==> config.mk <==
export PLATFORM = sky130hd
export DESIGN_NAME = fic_irq_logic
export DESIGN_NICKNAME = d
export VERILOG_FILES = /design/src/hdl/fic_pkg.sv /design/src/hdl/fic_irq_logic.sv
export SDC_FILE = /design/constraint.sdc
export NUM_CORES = 1
export LEC_CHECK = 0
export ABC_AREA = 1
export ABC_CLOCK_PERIOD_IN_PS = 2000
export BUFFER_PORTS_ARGS = -buffer_cell sky130_fd_sc_hd__buf_4
export CAP_MARGIN = 20
export CORE_MARGIN = 4
export CORE_UTILIZATION = 44
export DETAILED_ROUTE_END_ITERATION = 16
export PLACE_DENSITY = 0.76
export SYNTH_ARGS = -nofsm -noshare
export SYNTH_HDL_FRONTEND = slang
export SYNTH_SLANG_ARGS = --single-unit
==> constraint.sdc <==
create_clock -name clock -period 2 [get_ports clock]
set_clock_uncertainty 0.15 [all_clocks]
set_input_delay 0.4 -clock clock [delete_from_list [all_inputs] [get_ports clock]]
set_output_delay 0.4 -clock clock [all_outputs]
set_load 0.01 [all_outputs]
==> src/hdl/fic_pkg.sv <==
// package: constants and carrier types for the fifo interrupt and clear logic
package fic_pkg;

  // interrupt pin selector codes
  localparam logic [1:0] FIC_PIN_DEDICATED = 2'h0;
  localparam logic [1:0] FIC_PIN_CLOCK     = 2'h1;
  localparam logic [1:0] FIC_PIN_GPO_TWO   = 2'h2;

  // threshold compare field of a conversion result
  localparam int FIC_CMP_MSB = 23;
  localparam int FIC_CMP_LSB = 12;
  localparam int FIC_CMP_W   = FIC_CMP_MSB - FIC_CMP_LSB + 1;
  // release margin above low / below high once a limit flag is set
  localparam logic [FIC_CMP_W:0] FIC_HYST_MARGIN = 13'h0002;

  // fifo depth and watermark
  localparam int FIC_DEPTH_W = 9;
  localparam logic [FIC_DEPTH_W-1:0] FIC_FULL_DEPTH = 9'h100;

  // reset values
  localparam logic FIC_RST_EN_OFF      = 1'b0;
  localparam logic FIC_RST_WM_EN       = 1'b1;
  localparam logic FIC_RST_IRQ         = 1'b0;

  // per-source interrupt enables
  typedef struct packed {
    logic upper_limit_irq_enable;
    logic lower_limit_irq_enable;
    logic watermark_irq_enable;
    logic empty_irq_enable;
    logic write_err_irq_enable;
    logic read_err_irq_enable;
    logic overrun_irq_enable;
  } fic_enables_s;

  // fifo status conditions from the storage side
  typedef struct packed {
    logic empty;
    logic write_err;
    logic read_err;
    logic overrun;
    logic [FIC_DEPTH_W-1:0] level;
  } fic_fifo_status_s;

  // pin routing outputs
  typedef struct packed {
    logic dedicated_irq;
    logic clock_pin_irq;
    logic clock_pin_irq_oe;
    logic pin_two_out;
    logic pin_two_oe;
  } fic_pins_s;

endpackage

==> src/hdl/fic_irq_logic.sv <==
// module: fifo interrupt sources, pin routing and fifo clear generation
//
// Function
// - upper/lower limit flags each have enables
// - control write with fifo on clears limit flags and their irq
// - limit flags release with two lsb hysteresis
// - empty raises irq when enabled, clears on write
// - write/read errors have separate enables
// - overrun irq enabled separately, clears when emptied
// - selector routes irq to dedicated, clock, pin two
// - selected pin ignores its other controls
// - pin two irq keeps gpos on in standby
// - fifo disabled routes conversion ready instead
// - any control write empties enabled fifo
// - frame pin flush clears fifo, restarts sequencer
// - interrupt is or of enabled sources
// - watermark irq default on, zero means 256
module fic_irq_logic
  import fic_pkg::*;
(
  input  wire logic                   clock,                 // master clock, 250 MHz
  input  wire logic                   rst,                   // async reset, active high
  input  wire logic                   fifo_enable,           // fifo in use
  input  wire logic                   ctrl_write,            // pulse: fifo control register written
  input  wire fic_enables_s           ctrl_enables,          // enables carried by that write
  input  wire logic [7:0]             watermark,             // watermark field carried by that write
  input  wire logic                   bipolar,               // output coding, compare as signed
  input  wire logic [FIC_CMP_W-1:0]   upper_limit_value,     // high threshold
  input  wire logic [FIC_CMP_W-1:0]   lower_limit_value,     // low threshold
  input  wire logic                   result_valid,          // pulse: result written to fifo
  input  wire logic                   result_limit_check,    // channel has threshold check on
  input  wire logic [23:0]            result_data,           // conversion result
  input  wire logic                   fifo_drained,          // pulse: all content read out
  input  wire fic_fifo_status_s       fifo_status,           // storage-side status
  input  wire logic                   conv_ready,            // conversion ready level
  input  wire logic [1:0]             int_pin_sel,           // interrupt pin selector
  input  wire logic                   frame_pin_flush_enable,// sync pin clears fifo
  input  wire logic                   frame_sync_n,          // frame sync pin, active low
  input  wire logic                   ext_clock_select,      // clock pin used as clock input
  input  wire logic                   pin_two_output_control,// gpo drive of pin two
  input  wire logic                   pin_two_gpo_level,     // gpo level for pin two
  input  wire logic                   standby,               // device in standby
  input  wire logic                   gpo_enable,            // software gpo enable
  output fic_enables_s                enables,               // registered enables
  output logic                        upper_limit_hit,       // sticky high flag
  output logic                        lower_limit_hit,       // sticky low flag
  output logic                        watermark_hit,         // watermark flag
  output logic                        fifo_irq,              // combined interrupt level
  output logic                        fifo_clear,            // pulse: empty the fifo
  output logic                        sequencer_restart,     // pulse: restart at first channel
  output logic                        clock_input_active,    // clock pin acts as clock input
  output logic                        gpo_standby_keep,      // gpos kept on in standby
  output fic_pins_s                   pins                   // routed pin outputs
);

  ////////////////////////////////////////////////////////////////////////////
  // helpers

  // widen a compare field to a signed-safe offset form
  function automatic logic [FIC_CMP_W:0] fic_key(input logic [FIC_CMP_W-1:0] v, input logic sgn);
    fic_key = {1'b0, v[FIC_CMP_W-1] ^ sgn, v[FIC_CMP_W-2:0]};
  endfunction

  logic [7:0]             wm_value;
  logic                   sync_q;
  logic                   flush_event;
  logic [FIC_CMP_W:0]     res_key;
  logic [FIC_CMP_W:0]     hi_key;
  logic [FIC_CMP_W:0]     lo_key;
  logic                   above_hi;
  logic                   below_lo;
  logic                   hi_release;
  logic                   lo_release;
  logic                   irq_src;
  logic                   irq_sel;
  logic [FIC_DEPTH_W-1:0] wm_need;

  ////////////////////////////////////////////////////////////////////////////
  // enables and watermark, latched from control writes

  always_ff @(posedge clock or posedge rst) begin
    if (rst) begin
      enables <= '{upper_limit_irq_enable: FIC_RST_EN_OFF, lower_limit_irq_enable: FIC_RST_EN_OFF,
                   watermark_irq_enable: FIC_RST_WM_EN, empty_irq_enable: FIC_RST_EN_OFF,
                   write_err_irq_enable: FIC_RST_EN_OFF, read_err_irq_enable: FIC_RST_EN_OFF,
                   overrun_irq_enable: FIC_RST_EN_OFF};
      wm_value <= 8'h00;
    end else if (ctrl_write) begin
      enables  <= ctrl_enables;
      wm_value <= watermark;
    end
  end

  ////////////////////////////////////////////////////////////////////////////
  // fifo clear sources

  // edge of frame sync; pin treated as synchronous, one stage for the edge
  always_ff @(posedge clock or posedge rst) begin
    if (rst) begin
      sync_q <= 1'b1;
    end else begin
      sync_q <= frame_sync_n;
    end
  end

  assign flush_event = frame_pin_flush_enable && sync_q && !frame_sync_n;

  always_ff @(posedge clock or posedge rst) begin
    if (rst) begin
      fifo_clear        <= 1'b0;
      sequencer_restart <= 1'b0;
    end else begin
      fifo_clear        <= (fifo_enable && ctrl_write) || flush_event;
      sequencer_restart <= flush_event;
    end
  end

  ////////////////////////////////////////////////////////////////////////////
  // threshold compare with hysteresis

  // limits come pre-coded by the host to match bipolar; compare in offset form
  assign res_key  = fic_key(result_data[FIC_CMP_MSB:FIC_CMP_LSB], bipolar);
  assign hi_key   = fic_key(upper_limit_value, bipolar);
  assign lo_key   = fic_key(lower_limit_value, bipolar);
  assign above_hi = res_key > hi_key;
  assign below_lo = res_key < lo_key;
  assign hi_release = (res_key + FIC_HYST_MARGIN) <= hi_key;
  assign lo_release = res_key >= (lo_key + FIC_HYST_MARGIN);

  // clear on control write, sync flush or drain; a clear wins over a set from a result
  always_ff @(posedge clock or posedge rst) begin
    if (rst) begin
      upper_limit_hit <= 1'b0;
      lower_limit_hit <= 1'b0;
    end else if ((fifo_enable && ctrl_write) || flush_event || fifo_drained) begin
      upper_limit_hit <= 1'b0;
      lower_limit_hit <= 1'b0;
    end else if (result_valid && result_limit_check) begin
      upper_limit_hit <= above_hi || (upper_limit_hit && !hi_release);
      lower_limit_hit <= below_lo || (lower_limit_hit && !lo_release);
    end
  end

  ////////////////////////////////////////////////////////////////////////////
  // watermark and combined interrupt

  assign wm_need = (wm_value == 8'h00) ? FIC_FULL_DEPTH : {1'b0, wm_value};
  assign watermark_hit = fifo_status.level >= wm_need;

  always_comb begin
    irq_src = 1'b0;
    irq_src = irq_src | (enables.upper_limit_irq_enable & upper_limit_hit);
    irq_src = irq_src | (enables.lower_limit_irq_enable & lower_limit_hit);
    irq_src = irq_src | (enables.watermark_irq_enable & watermark_hit);
    irq_src = irq_src | (enables.empty_irq_enable & fifo_status.empty);
    irq_src = irq_src | (enables.write_err_irq_enable & fifo_status.write_err);
    irq_src = irq_src | (enables.read_err_irq_enable & fifo_status.read_err);
    irq_src = irq_src | (enables.overrun_irq_enable & fifo_status.overrun);
  end

  assign irq_sel = fifo_enable ? irq_src : conv_ready;

  always_ff @(posedge clock or posedge rst) begin
    if (rst) begin
      fifo_irq <= FIC_RST_IRQ;
    end else begin
      fifo_irq <= irq_sel;
    end
  end

  ////////////////////////////////////////////////////////////////////////////
  // pin routing

  // interrupt overrides clock input and gpo control
  always_comb begin
    pins.dedicated_irq    = (int_pin_sel == FIC_PIN_DEDICATED) && fifo_irq;
    pins.clock_pin_irq    = (int_pin_sel == FIC_PIN_CLOCK) && fifo_irq;
    pins.clock_pin_irq_oe = int_pin_sel == FIC_PIN_CLOCK;
    if (int_pin_sel == FIC_PIN_GPO_TWO) begin
      pins.pin_two_out = fifo_irq;
      pins.pin_two_oe  = 1'b1;
    end else begin
      pins.pin_two_out = pin_two_gpo_level;
      pins.pin_two_oe  = pin_two_output_control;
    end
  end

  assign clock_input_active = ext_clock_select && (int_pin_sel != FIC_PIN_CLOCK);

  assign gpo_standby_keep = gpo_enable || (standby && (int_pin_sel == FIC_PIN_GPO_TWO));

endmodule

Word-level counts from Yosys, hierarchy flattened:

Index checks and enable logic that the tools add are counted.

* flip-flop bits (word level): 21
* input bits: 94
* output and inout bits: 20
* logic and storage cells: 68

* $add $sub $neg: 2
* magnitude comparators: 5
* equality and inequality tests: 3
* muxes and demuxes: 7
* bitwise gates (word level): 16
* reduce and logical (&&, ||, !) cells: 21

Operators by type and width (count)
* 12-bit by 2-bit adder with 13-bit output (second input constant): 2
* 12-bit by 13-bit >= comparator with 1-bit output: 1
* 13-bit by 12-bit <= comparator with 1-bit output: 1
* 12-bit > comparator: 1
* 12-bit less-than comparator: 1
* 1-bit logical AND: 10
* 9-bit >= comparator: 1
* 9-bit 2-to-1 mux: 1
* 8-bit zero test: 1
* 1-bit AND: 7
* 1-bit OR: 6
* 1-bit logical OR: 5
* 1-bit 2-to-1 mux: 5
* 1-bit zero test: 3
* 1-bit bitwise XOR: 3
* 2-bit by 1-bit == test with 1-bit output (second input constant): 1
* 2-bit == test (second input constant): 1
* 2-bit zero test: 1
* 2-bit 2-to-1 mux: 1
* 2-bit by 1-bit != test with 1-bit output (second input constant): 1
* 2-bit nonzero test: 1

Longest topological paths before layout:

Gate-level depths: netlist of the first run.

* depth in word-level cells: 10
* mapped depth: 19
* depth with buffers taken out: 19

Least setup slack after synthesis of the first run:

Ideal clock, no wire load.

* kind: input to register
* start: input port result_data[13]
* end: register upper_limit_hit
* setup time: 0.116 ns
* data arrival time: 2.043 ns
* data required time: 1.734 ns
* setup slack: -0.309 ns
* stages on the path: 13
* buffers on the path: 0
* path through: ha_1 > nand2_1 > nor3_1 > nand3_1 > xor2_1 > ha_1 > nand3_1 > nor4_1 > a21boi_0 > nand2_1 > nand2_1 > nand2_1 > nand2_1

* longest elaborated chain between the ends: 7
* elaborated cells between the ends (all ways): 8
* classes of those cells: add/sub (1); order compare (2); mux (2); reduce/logical (3)

Ends and longest elaborated chain
* start, declared: RTL line fic_irq_logic.sv:32 `input wire logic [23:0] result_data,`
* 12-bit by 2-bit adder with 13-bit output: RTL line fic_irq_logic.sv:127 `assign hi_release = (res_key + FIC_HYST_MARGIN) <= hi_key;`
* 13-bit by 12-bit <= comparator with 1-bit output: RTL line fic_irq_logic.sv:127
* 1-bit zero test: RTL line fic_irq_logic.sv:139 `upper_limit_hit <= above_hi || (upper_limit_hit && !hi_release);`
* 1-bit logical AND: RTL line fic_irq_logic.sv:139
* 1-bit logical OR (*): RTL line fic_irq_logic.sv:139
* 1-bit 2-to-1 mux (*): RTL line fic_irq_logic.sv:138 `end else if (result_valid && result_limit_check) begin`
* 1-bit 2-to-1 mux (*): RTL line fic_irq_logic.sv:135 `end else if ((fifo_enable && ctrl_write) || flush_event || fifo_drained) begin`
* end signal, assigned: RTL line fic_irq_logic.sv:139
* end, declared: RTL line fic_irq_logic.sv:45 `output logic upper_limit_hit,`

Every way passes the cells marked *; elsewhere a longest branch is shown, timed or not. The select of a mux whose other input is x is not followed.
A chain may end at the register's enable or synchronous reset.

Final worst setup path of the first run:

* start: register wm_value[0]
* end: output port watermark_hit

* longest elaborated chain between the ends: 3

Ends and longest elaborated chain
* start, declared: RTL line fic_irq_logic.sv:64 `logic [7:0] wm_value;`
* start signal, assigned: RTL line fic_irq_logic.sv:90 `wm_value <= watermark;`
* 8-bit zero test: RTL line fic_irq_logic.sv:147 `assign wm_need = (wm_value == 8'h00) ? FIC_FULL_DEPTH : {1'b0, wm_value};`
* 9-bit 2-to-1 mux (*): RTL line fic_irq_logic.sv:147
* 9-bit >= comparator (*): RTL line fic_irq_logic.sv:148 `assign watermark_hit = fifo_status.level >= wm_need;`
* end, declared: RTL line fic_irq_logic.sv:47 `output logic watermark_hit,`

Every way passes the cells marked *; elsewhere a longest branch is shown, timed or not.

==> results of run 1 <==
timing repair:
action,CTS,global route
pin swaps,21,22
endpoints found under the hold margin,0,0
setup buffers,3,1
gates resized for setup,26,13
endpoints found under the setup margin,4,4
metal layers:
layer	global-route usage	vias up	part of all wire	routed length, µm
met5	0	-	0	0
met3	0.006724	16	0.034	264
met1	0.2571	1315	0.42	3212
li1	-	1541	-	-
met4	0.07770	0	0.025	194
met2	0.3721	68	0.52	4026
worst min-delay path by stage:
stage / end / slack (ns) / cells past startpoint / from
2_1_floorplan: enables[0] / 0.23 / 1 / rst
3_3_place_gp: lower_limit_hit / 0.31 / 3 / rst
3_5_place_dp: wm_value[5] / 0.31 / 3 / rst
4_1_cts: wm_value[0] / 0.03 / 3 / rst
5_1_grt: wm_value[5] / 0.04 / 3 / rst
6_report: wm_value[0] / 0.02 / 3 / rst
worst reg2reg max path: cells and delay by family (launching register included):
family | cells | cell delay (ns)
flops | 1 | 0.41
fa+ha+maj | 1 | 0.32
compound gates | 1 | 0.12
buf+inv | 1 | 0.13
simple gates | 7 | 1.03
area by class of cell:
cell class	count	area, µm²
fillers	493	1847
repair buffers	145	1119
multi-input cells	296	2052
flip-flops and latches	21	528.0
inverters	63	236.5
clock buffers	4	45.04
well taps	75	93.84
cell usage in the layout (no fill, tap or decap), drive strengths merged:
cell     Yosys  layout
a211oi       3       3
a21boi       1       1
a21o         1       1
a21oi       22      22
a22o         1       1
a31o         1       1
and2         1       1
buf          0     145
clkbuf       3       4
dfrtp       19      19
dfstp        2       2
ha          57      57
inv         63      63
nand2      104     104
nand3       11      11
nand4        8       8
nor2        30      30
nor3         8       8
nor3b        1       1
nor4         3       3
o2111ai      1       1
o211ai       2       2
o21a         3       3
o21ai       16      16
o21bai       1       1
or2          2       2
or3b         1       1
xnor2        6       6
xor2        12      12
through the flow:
stage	instance area (µm²)	hold slack, ns	cells
4_1_cts	4024	0.02688	604
3_3_place_gp	3850	0.3059	597
5_1_grt	4074	0.04476	604
6_report	4074	0.01714	604
3_5_place_dp	3850	0.3068	597
2_1_floorplan	2701	0.2250	383
power breakdown:
group	total (W)	internal [W]	switching, W
Clock	0.000281	0.000142	0.000139
Combinational	0.000800	0.000408	0.000392
Sequential	0.000490	0.000461	0.0000283
Total	0.00157	0.00101	0.000560
logic make-up (layout without fill, tap and decap cells):
family / after synthesis / count (layout) / share of synthesized area
buffers and inverters: 66 / 212 / 0.09274
AOI/OAI and AO/OA: 52 / 52 / 0.1119
adders and majority gates: 57 / 57 / 0.2670
xor gates and xnor gates: 18 / 18 / 0.05902
DFF: 21 / 21 / 0.1977
and+or+nand+nor: 169 / 169 / 0.2717
state kept, by name (all words and copies together) (netlist names):
signal,cells
upper_limit_hit,1
wm_value,8
fifo_clear,1
lower_limit_hit,1
sync_q,1
fifo_irq,1
enables,7
sequencer_restart,1
==> results.sh, run 1 <==
export IMPL_outcome="complete, but fails checks"
export IMPL_violations="negative setup slack"
export IMPL_wirelength_mm=7.698
export IMPL_synth_most_common_cell="nand2_1"
export IMPL_synthTopCellsByArea="ha_1 (27%), dfrtp_1 (18%), nand2_1 (14%)"
export IMPL_drive_gt1_frac=0.3516
export IMPL_async_flop_share=1.000
export IMPL_drtAntennaViolNets=0
export IMPL_critPathCapture="watermark_hit"
export IMPL_arrival_ns=2.11
export IMPL_power_density_nw_per_um2=385.6
export IMPL_root_buffer="clkbuf_8"
export IMPL_grt_pass1_vias=2937
export IMPL_drtIter0Drc=92
export IMPL_clock_fmax_ghz=0.3753
export IMPL_via_per_inst=4.868
export IMPL_hp_class="in -> async"
export IMPL_firstDrtPassIters=4
export IMPL_finalMaxSlewViolations=0
export IMPL_r2r_end="fifo_irq"
export IMPL_crit_type="reg -> out"
export IMPL_yosysSeqAreaShare=0.1977
export IMPL_antennaDiodeCount=0
export IMPL_ir_drop_mv=0.3174
export IMPL_synthTopCellsByCount="nand2_1 (103), inv_1 (62), ha_1 (57)"
export IMPL_path_clk_slew_ns=0.08
export IMPL_cp_buffers_inverters=1
export IMPL_drc=0
export IMPL_start_util=0.4512
export IMPL_r2r_start="wm_value[0]"
export IMPL_layout_setup_ws_ns=-0.6643
export IMPL_cts_buffers=3
export IMPL_synth_edff_count=0
export IMPL_yosysTopAreaCell="ha_1"
export IMPL_dp_hpwl_mm=6.479
export IMPL_cp_depth=8
export IMPL_path_cells="nor4_2, nand2_1, ha_1, nand2_2, nor2_2, or3b_1, nand4_1, buf_4"
export IMPL_hold_viol_final=0
export IMPL_grt_total_usage=0.2055
export IMPL_area_delta_synth_final_pct=52.51
export IMPL_hold_buffers=0
export IMPL_wl_per_cell_um=12.75
export IMPL_worstSetupStartpoint="wm_value[0]"
export IMPL_synth_top_area_frac=0.2670
export IMPL_insertion_delay_ns=0.26
export IMPL_slowest_delay_ns=0.41
export IMPL_dpl_worst_slack_ns=-0.5484
export IMPL_routed_via_count=2940
export IMPL_worstMarginPinSlew_ns=0.3851
export IMPL_synth_cell_types=33
export IMPL_grt_max_degree=25
export IMPL_cp_slowest_cell="dfrtp_1"
export IMPL_r2r_slack_ns=-0.23
export IMPL_maxCapViolations=0
export IMPL_rsz0062_at_grt="yes"
export IMPL_setup_tns_final_ns=-1.097
export IMPL_die_area_um2=7381
export IMPL_min_period_over_period=1.332
export IMPL_tritoncts="done"
export IMPL_synth_warnings=0
export IMPL_syn_area_per_cell_um2=6.975
export IMPL_cts_buffer_depth=2
export IMPL_synthFlopType="dfrtp_1"
export IMPL_htreeDepth=1
export IMPL_nNetsFinal=681
export IMPL_place_gp_congestion=0.8755
export IMPL_finalSetupViolCount=4
export IMPL_chipWidth_um=85.92
export IMPL_p_total_w=0.001571
export IMPL_rr_worst_depth=10
export IMPL_period_needed_ns=2.664
export IMPL_worstSetupEndpointType="output port"
export IMPL_portBuffers=101
export IMPL_antenna_found_initial=0
export IMPL_row_count=28
export IMPL_start_kind="register"
export IMPL_final_util=0.6881
export IMPL_leakage_nw=2.288
export IMPL_syn_cell_area_um2=2671
export IMPL_syn_nets=534
export IMPL_netlist_instances=383
export IMPL_die_h_um=85.92
export IMPL_cts_sinks=21
export IMPL_path_max_fanout=2
export IMPL_worstPathRequired_ns=1.45
export IMPL_grt_overflow=0
export IMPL_ys_seq_elements=21
export IMPL_io_pin_count=114
export IMPL_crit_family="simple AND/OR/NAND/NOR gates"
export IMPL_coreArea_um2=5921
export IMPL_slew_limit_headroom=0.7417
export IMPL_grt_pass1_wl_mm=12.60
Power figures use the tool's default switching activity.
==> inputs of run 2 (changes only) <==
--- a/config.mk
+++ b/config.mk
@@ -5,14 +5,14 @@
 export SDC_FILE = /design/constraint.sdc
 export NUM_CORES = 1
 export LEC_CHECK = 0
-export ABC_AREA = 1
 export ABC_CLOCK_PERIOD_IN_PS = 2000
 export BUFFER_PORTS_ARGS = -buffer_cell sky130_fd_sc_hd__buf_4
 export CAP_MARGIN = 20
 export CORE_MARGIN = 4
-export CORE_UTILIZATION = 44
+export CORE_UTILIZATION = 45
+export CTS_BUF_LIST = sky130_fd_sc_hd__clkbuf_2 sky130_fd_sc_hd__clkbuf_4 sky130_fd_sc_hd__clkbuf_8
 export DETAILED_ROUTE_END_ITERATION = 16
-export PLACE_DENSITY = 0.76
+export PLACE_DENSITY = 0.78
 export SYNTH_ARGS = -nofsm -noshare
 export SYNTH_HDL_FRONTEND = slang
 export SYNTH_SLANG_ARGS = --single-unit
==> run 2 against run 1 <==
The flow still finishes with violations (negative setup slack); maximum frequency rose by 8.4%; sequential power rose by 1%; die area fell by 6.5%; largest cell class unchanged; sequential share of layout area rose by 0.66 points; hold slack got worse by 0.0035 ns; combinational power fell by 2%; cell area fell by 4.9%; via count fell by 7.3%; clock-buffer cell count did not move.
==> results.sh, run 2 <==
export IMPL_path_clk_slew_ns=0.07
export IMPL_switching_share=0.3268
export IMPL_row_count=27
export IMPL_drtAntennaViolNets=0
export IMPL_grt_max_degree=24
export IMPL_die_area_um2=6901
export IMPL_layout_setup_ws_ns=-0.4572
export IMPL_drc=0
export IMPL_ys_seq_elements=21
export IMPL_synthTopCellsByCount="ha_1 (57), inv_1 (35), nand2_1 (23)"
export IMPL_r2r_start="wm_value[0]"
export IMPL_pwr_share_seq=0.317
export IMPL_crit_family="compound AO/OA/AOI/OAI gates"
export IMPL_min_period_over_period=1.229
export IMPL_r2r_slack_ns=0.08
export IMPL_firstDrtPassIters=4
export IMPL_dpl_worst_slack_ns=-0.3541
export IMPL_tritoncts="done"
export IMPL_fillCellCount=432
export IMPL_async_flop_share=1.000
export IMPL_drive_gt1_frac=0.4195
export IMPL_p_total_w=0.001565
export IMPL_syn_area_per_cell_um2=8.656
export IMPL_setup_tns_final_ns=-0.5360
export IMPL_yosysSeqAreaShare=0.2082
export IMPL_antennaDiodeCount=0
export IMPL_holdWs_ns=0.01367
export IMPL_syn_cell_area_um2=2536
export IMPL_synth_edff_count=0
export IMPL_period_needed_ns=2.457
export IMPL_rsz0062_at_grt="yes"
export IMPL_cp_slowest_cell="dfrtp_1"
export IMPL_routed_via_count=2724
export IMPL_clock_fmax_ghz=0.4070
export IMPL_drtIter0Drc=137
export IMPL_place_gp_congestion=0.8644
export IMPL_chipWidth_um=83.08
export IMPL_power_density_nw_per_um2=403.7
export IMPL_synth_top_area_frac=0.2812
export IMPL_cp_buffers_inverters=1
export IMPL_combPwrFrac=0.500
export IMPL_maxCapViolations=0
export IMPL_die_h_um=83.08
export IMPL_portBuffers=101
export IMPL_yosysTopAreaCell="ha_1"
export IMPL_crit_type="reg -> out"
export IMPL_rr_worst_depth=6
export IMPL_switchingPower_w=0.0005114
export IMPL_largest_reg_flops=8
export IMPL_finalSetupViolCount=2
export IMPL_hp_class="in -> async"
export IMPL_intPower_w=0.001053
export IMPL_regMostFlops="wm_value"
export IMPL_start_kind="register"
export IMPL_cts_sinks=21
export IMPL_grt_total_usage=0.2110
export IMPL_grt_pass1_vias=2772
export IMPL_antenna_found_initial=0
export IMPL_slew_limit_headroom=0.7081
export IMPL_coreArea_um2=5473
export IMPL_final_common_cell="buf_4"
export IMPL_instances_no_fill=513
export IMPL_io_pin_count=114
export IMPL_grt_overflow=0
export IMPL_synth_most_common_cell="ha_1"
export IMPL_leakage_nw=2.014
export IMPL_worstSetupEndpointType="output port"
export IMPL_arrival_ns=1.91
export IMPL_synthFlopType="dfrtp_1"
export IMPL_clockPowerShare=0.183
export IMPL_netlist_instances=293
export IMPL_r2r_end="fifo_irq"
export IMPL_worstMarginPinSlew_ns=0.4268
export IMPL_crit_top_cell="a21o_1"
export IMPL_slowest_delay_ns=0.40
export IMPL_syn_nets=444
export IMPL_via_per_inst=5.310
export IMPL_wirelength_mm=7.424
export IMPL_path_cells="ha_1, nand2b_4, a21o_1, a21o_1, a21o_1, a21oi_2, o21bai_1, buf_4"
export IMPL_synth_cell_types=43
export IMPL_top_regs="wm_value x8, enables x7"
export IMPL_layout_common_cells="buf_4 (145), ha_1 (55), inv_1 (35)"
export IMPL_dp_cells=507
export IMPL_finalMaxSlewViolations=0
export IMPL_hold_viol_final=0
export IMPL_dp_hpwl_mm=6.455
export IMPL_grt_pass1_wl_mm=12.43
export IMPL_wl_per_cell_um=14.47
export IMPL_root_buffer="clkbuf_8"
export IMPL_start_util=0.4634
export IMPL_worstPathRequired_ns=1.45
export IMPL_ir_drop_mv=0.2467
export IMPL_synthTopCellsByArea="ha_1 (28%), dfrtp_1 (19%), inv_1 (5.2%)"
export IMPL_violations="negative setup slack"
export IMPL_insertion_delay_ns=0.26
export IMPL_area_delta_synth_final_pct=52.84
export IMPL_outcome="complete, but fails checks"
export IMPL_synth_warnings=0
export IMPL_cts_buffer_depth=2
export IMPL_hold_buffers=0
export IMPL_nNetsFinal=593
export IMPL_cts_buffers=3
export IMPL_path_max_fanout=2
export IMPL_htreeDepth=1
run 2: cell count changes after synthesis, sizes merged, moves of 6 or more:
cell / delta
mux2: +9
inv: -28
xnor2: +9
nor2: -17
xor2: -6
nand2: -81
a21o: +9
a21oi: -7
run 2: logic make-up (layout without fill, tap and decap cells):
kind of cell               count (synthesis)  count (layout)  synth area share
muxes                                      9               9           0.03996
DFF                                       21              21            0.2082
AOI/OAI and AO/OA                         68              68            0.1860
xor gates and xnor gates                  21              21           0.07252
adders and majority gates                 57              57            0.2812
and+or+nand+nor                           79              79            0.1559
buffers and inverters                     38             186           0.05624
run 2: how the worst max path moves through the flow:
stage / depth (start not counted) / endpoint / start / slack, ns
after floorplan: 10 / upper_limit_hit / result_data[13] / -0.07
after global placement: 11 / upper_limit_hit / result_data[13] / -0.32
after detailed placement: 11 / upper_limit_hit / result_data[13] / -0.35
after CTS: 8 / watermark_hit / wm_value[0] / -0.47
after global routing: 8 / watermark_hit / wm_value[0] / -0.56
final: 8 / watermark_hit / wm_value[0] / -0.46
run 2: tightest hold or removal path, stage by stage:
cell	delay [ns]
buf_4	0.11
inv_1	0.04
buf_4	0.26
run 2: repair_timing:
action                     CTS  global route
setup endpoints to repair    3             3
buffers inserted             0             2
resized for setup            9             3
pin swaps                    8             8
run 2: per-stage QoR:
stage	util	cell area, µm²
2_1_floorplan	-	2587
3_3_place_gp	0.6861	3755
3_5_place_dp	0.6861	3755
4_1_cts	0.7028	3846
5_1_grt	0.7083	3876
6_report	0.7083	3876
run 2: power groups by stage:
stage	logic [W]	clock network, W	registers, W
final	0.000782	0.000287	0.000496
after global routing	0.000867	0.000318	0.000502
after CTS	0.000774	0.000293	0.000494
after detailed placement	0.000760	0	0.000502
after global placement	0.000731	0	0.000501
after floorplan	0.000370	0	0.000506
run 2: final cells by class:
cell class,count,area [µm²],share of cell area
Multi-Input combinational cell,234,1959,0.5055
Timing Repair Buffer,147,1119,0.2886
Sequential cell,21,528.0,0.1362
Inverter,35,131.4,0.03389
Tap cell,72,90.09,0.02324
Clock buffer,4,48.80,0.01259
run 2: per-layer routing:
metal | vias to the layer above | global-route usage | wire length (µm)
met1 | 1275 | 0.2583 | 3053
met4 | 0 | 0.05349 | 103
met3 | 14 | 0.03671 | 380
met5 | - | 0 | 0
met2 | 86 | 0.3805 | 3886
li1 | 1349 | - | -
==> inputs of run 3 (changes only) <==
--- a/config.mk
+++ b/config.mk
@@ -5,14 +5,16 @@
 export SDC_FILE = /design/constraint.sdc
 export NUM_CORES = 1
 export LEC_CHECK = 0
-export ABC_CLOCK_PERIOD_IN_PS = 2000
+export ABC_CLOCK_PERIOD_IN_PS = 2700
 export BUFFER_PORTS_ARGS = -buffer_cell sky130_fd_sc_hd__buf_4
 export CAP_MARGIN = 20
 export CORE_MARGIN = 4
-export CORE_UTILIZATION = 45
+export CORE_UTILIZATION = 49
 export CTS_BUF_LIST = sky130_fd_sc_hd__clkbuf_2 sky130_fd_sc_hd__clkbuf_4 sky130_fd_sc_hd__clkbuf_8
 export DETAILED_ROUTE_END_ITERATION = 16
-export PLACE_DENSITY = 0.78
+export HOLD_SLACK_MARGIN = 0.03
+export PLACE_DENSITY = 0.81
+export SETUP_SLACK_MARGIN = 0.05
 export SYNTH_ARGS = -nofsm -noshare
 export SYNTH_HDL_FRONTEND = slang
 export SYNTH_SLANG_ARGS = --single-unit
==> constraint.sdc (replaced) <==
create_clock -name clock -period 2.7 [get_ports clock]
set_clock_uncertainty 0.15 [all_clocks]
set_input_delay 0.54 -clock clock [delete_from_list [all_inputs] [get_ports clock]]
set_output_delay 0.54 -clock clock [all_outputs]
set_load 0.01 [all_outputs]
==> run 3 against run 2 <==
The flow now finishes without violations; cell count fell by 7.6%; sequential share of layout area rose by 1.3 points; clock power fell by 30%; hold slack improved by 0.23 ns; utilization rose by 1.6 points; die area fell by 7.4%; cell area fell by 8.8%; via count fell by 6.8%; first-iteration DRC count fell by 30%; flip-flop and latch count did not move; combinational power fell by 35%; critical path depth did not move; critical endpoint unchanged; highest routed layer unchanged.
==> results.sh, run 3 (synthesis results as in run 2) <==
export IMPL_hold_start="frame_sync_n"
export IMPL_worstSetupEndpointType="output port"
export IMPL_r2r_start="wm_value[0]"
export IMPL_instances_no_fill=474
export IMPL_grt_max_degree=24
export IMPL_maxCapViolations=0
export IMPL_power_density_nw_per_um2=306.0
export IMPL_worstSetupStartpoint="wm_value[0]"
export IMPL_area_delta_synth_final_pct=39.42
export IMPL_grt_total_usage=0.2235
export IMPL_r2r_slack_ns=0.85
export IMPL_antenna_found_initial=0
export IMPL_grt_pass1_vias=2624
export IMPL_fillCellCount=415
export IMPL_cts_buffer_depth=2
export IMPL_cp_buffers_inverters=1
export IMPL_top_regs="wm_value x8, enables x7"
export IMPL_worstMarginPinSlew_ns=0.7749
export IMPL_finalMaxSlewViolations=0
export IMPL_hold_viol_final=0
export IMPL_slew_limit_headroom=0.4829
export IMPL_row_count=25
export IMPL_start_util=0.5197
export IMPL_hold_end="sync_q"
export IMPL_ir_drop_mv=0.1947
export IMPL_crit_top_cell="a21o_1"
export IMPL_antennaDiodeCount=0
export IMPL_cp_slowest_cell="dfrtp_1"
export IMPL_wirelength_mm=7.092
export IMPL_coreArea_um2=4880
export IMPL_arrival_ns=1.95
export IMPL_min_period_over_period=0.9787
export IMPL_hp_class="in -> reg"
export IMPL_die_h_um=79.95
export IMPL_insertion_delay_ns=0.26
export IMPL_rsz0062_at_grt="yes"
export IMPL_path_max_fanout=2
export IMPL_dp_hpwl_mm=6.236
export IMPL_finalSetupViolCount=0
export IMPL_firstDrtPassIters=4
export IMPL_chipWidth_um=79.95
export IMPL_rr_worst_depth=7
export IMPL_htreeDepth=1
export IMPL_grt_pass1_wl_mm=11.45
export IMPL_drive_gt1_frac=0.3366
export IMPL_drtIter0Drc=96
export IMPL_path_clk_slew_ns=0.07
export IMPL_largest_reg_flops=8
export IMPL_layout_common_cells="buf_4 (113), ha_1 (57), inv_1 (35)"
export IMPL_crit_type="reg -> out"
export IMPL_routed_via_count=2538
export IMPL_grt_overflow=0
export IMPL_path_cells="ha_1, nand2b_4, a21o_1, a21o_1, a21o_1, a21oi_2, o21bai_1, buf_4"
export IMPL_root_buffer="clkbuf_8"
export IMPL_worstPathRequired_ns=2.01
export IMPL_holdWs_ns=0.2442
export IMPL_start_kind="register"
export IMPL_regMostFlops="wm_value"
export IMPL_wl_per_cell_um=14.96
export IMPL_place_gp_congestion=0.9206
export IMPL_setup_tns_final_ns=0
export IMPL_die_area_um2=6391
export IMPL_drc=0
export IMPL_via_per_inst=5.354
export IMPL_io_pin_count=114
export IMPL_crit_family="compound AO/OA/AOI/OAI gates"
export IMPL_final_area_um2=3536
export IMPL_outcome="completed"
export IMPL_r2r_end="fifo_irq"
export IMPL_clock_fmax_ghz=0.3784
export IMPL_p_total_w=0.001082
export IMPL_nNetsFinal=559
export IMPL_cts_buffers=3
export IMPL_leakage_nw=1.837
export IMPL_slowest_delay_ns=0.40
export IMPL_dp_cells=469
export IMPL_portBuffers=101
export IMPL_drtAntennaViolNets=0
export IMPL_final_common_cell="buf_4"
export IMPL_tritoncts="done"
export IMPL_place_area_um2=3450
export IMPL_cts_sinks=21
export IMPL_period_needed_ns=2.642
export IMPL_whs_path_depth=1
[run 3: cell types whose count changed in the layout (fill, tap and decap cells not counted), moves of 2 or more]
cell,change
buf_4,-32
nor2_1,+4
buf_8,-2
nor2_2,-3
nand3_1,+4
ha_1,+2
a21oi_1,+2
nor4_1,-2
nand3_2,-4
a21oi_2,-2
[run 3: final cells by class]
cell class                      count  area (µm²)  area share
Multi-Input combinational cell    234        1898      0.5368
Timing Repair Buffer              113       848.3      0.2399
Sequential cell                    21       528.0      0.1493
Inverter                           35       131.4     0.03716
Tap cell                           67       83.83     0.02371
Clock buffer                        3       41.29     0.01168
Clock inverter                      1       5.005    0.001415
[run 3: worst max path at each step]
stage | endpoint | cells past startpoint
floorplan | upper_limit_hit | 11
global placement | watermark_hit | 10
detailed placement | upper_limit_hit | 12
global route | watermark_hit | 8
CTS | watermark_hit | 10
finish | watermark_hit | 8
[run 3: per-stage QoR]
stage | setup WS [ns] | utilization
after CTS | 0.05540 | 0.7203
after global placement | 0.05162 | 0.7069
after detailed placement | -0.01653 | 0.7069
after global routing | -0.01396 | 0.7246
after floorplan | 0.2443 | -
final | 0.05758 | 0.7246
[run 3: worst reg2reg max path: cells and delay by family (launching register included)]
kind / cells / cell delay (ns)
DFF: 1 / 0.40
and+or+nand+nor: 1 / 0.13
adders and majority gates: 1 / 0.27
AOI/OAI and AO/OA: 5 / 0.76
[run 3: metal layers]
metal  track usage  share of wire
met1        0.2734           0.43
met5             0              0
met2        0.4164           0.51
met3       0.03273          0.053
met4       0.03547         0.0063
[run 3: repair_timing]
action | in CTS | in global routing
pin swaps | 2 | 0
buffers inserted | 1 | 0
hold buffers | 0 | 0
endpoints found under the setup margin | 1 | 2
gates resized for setup | 2 | 3
[run 3: power breakdown]
part	switching, W	leakage (nW)	internal, W	total, W
combinational	0.000239	1.56	0.000273	0.000512
sequential	0.0000239	0.252	0.000345	0.000368
clock	0.0000987	0.0255	0.000103	0.000201
total	0.000362	1.84	0.000720	0.00108
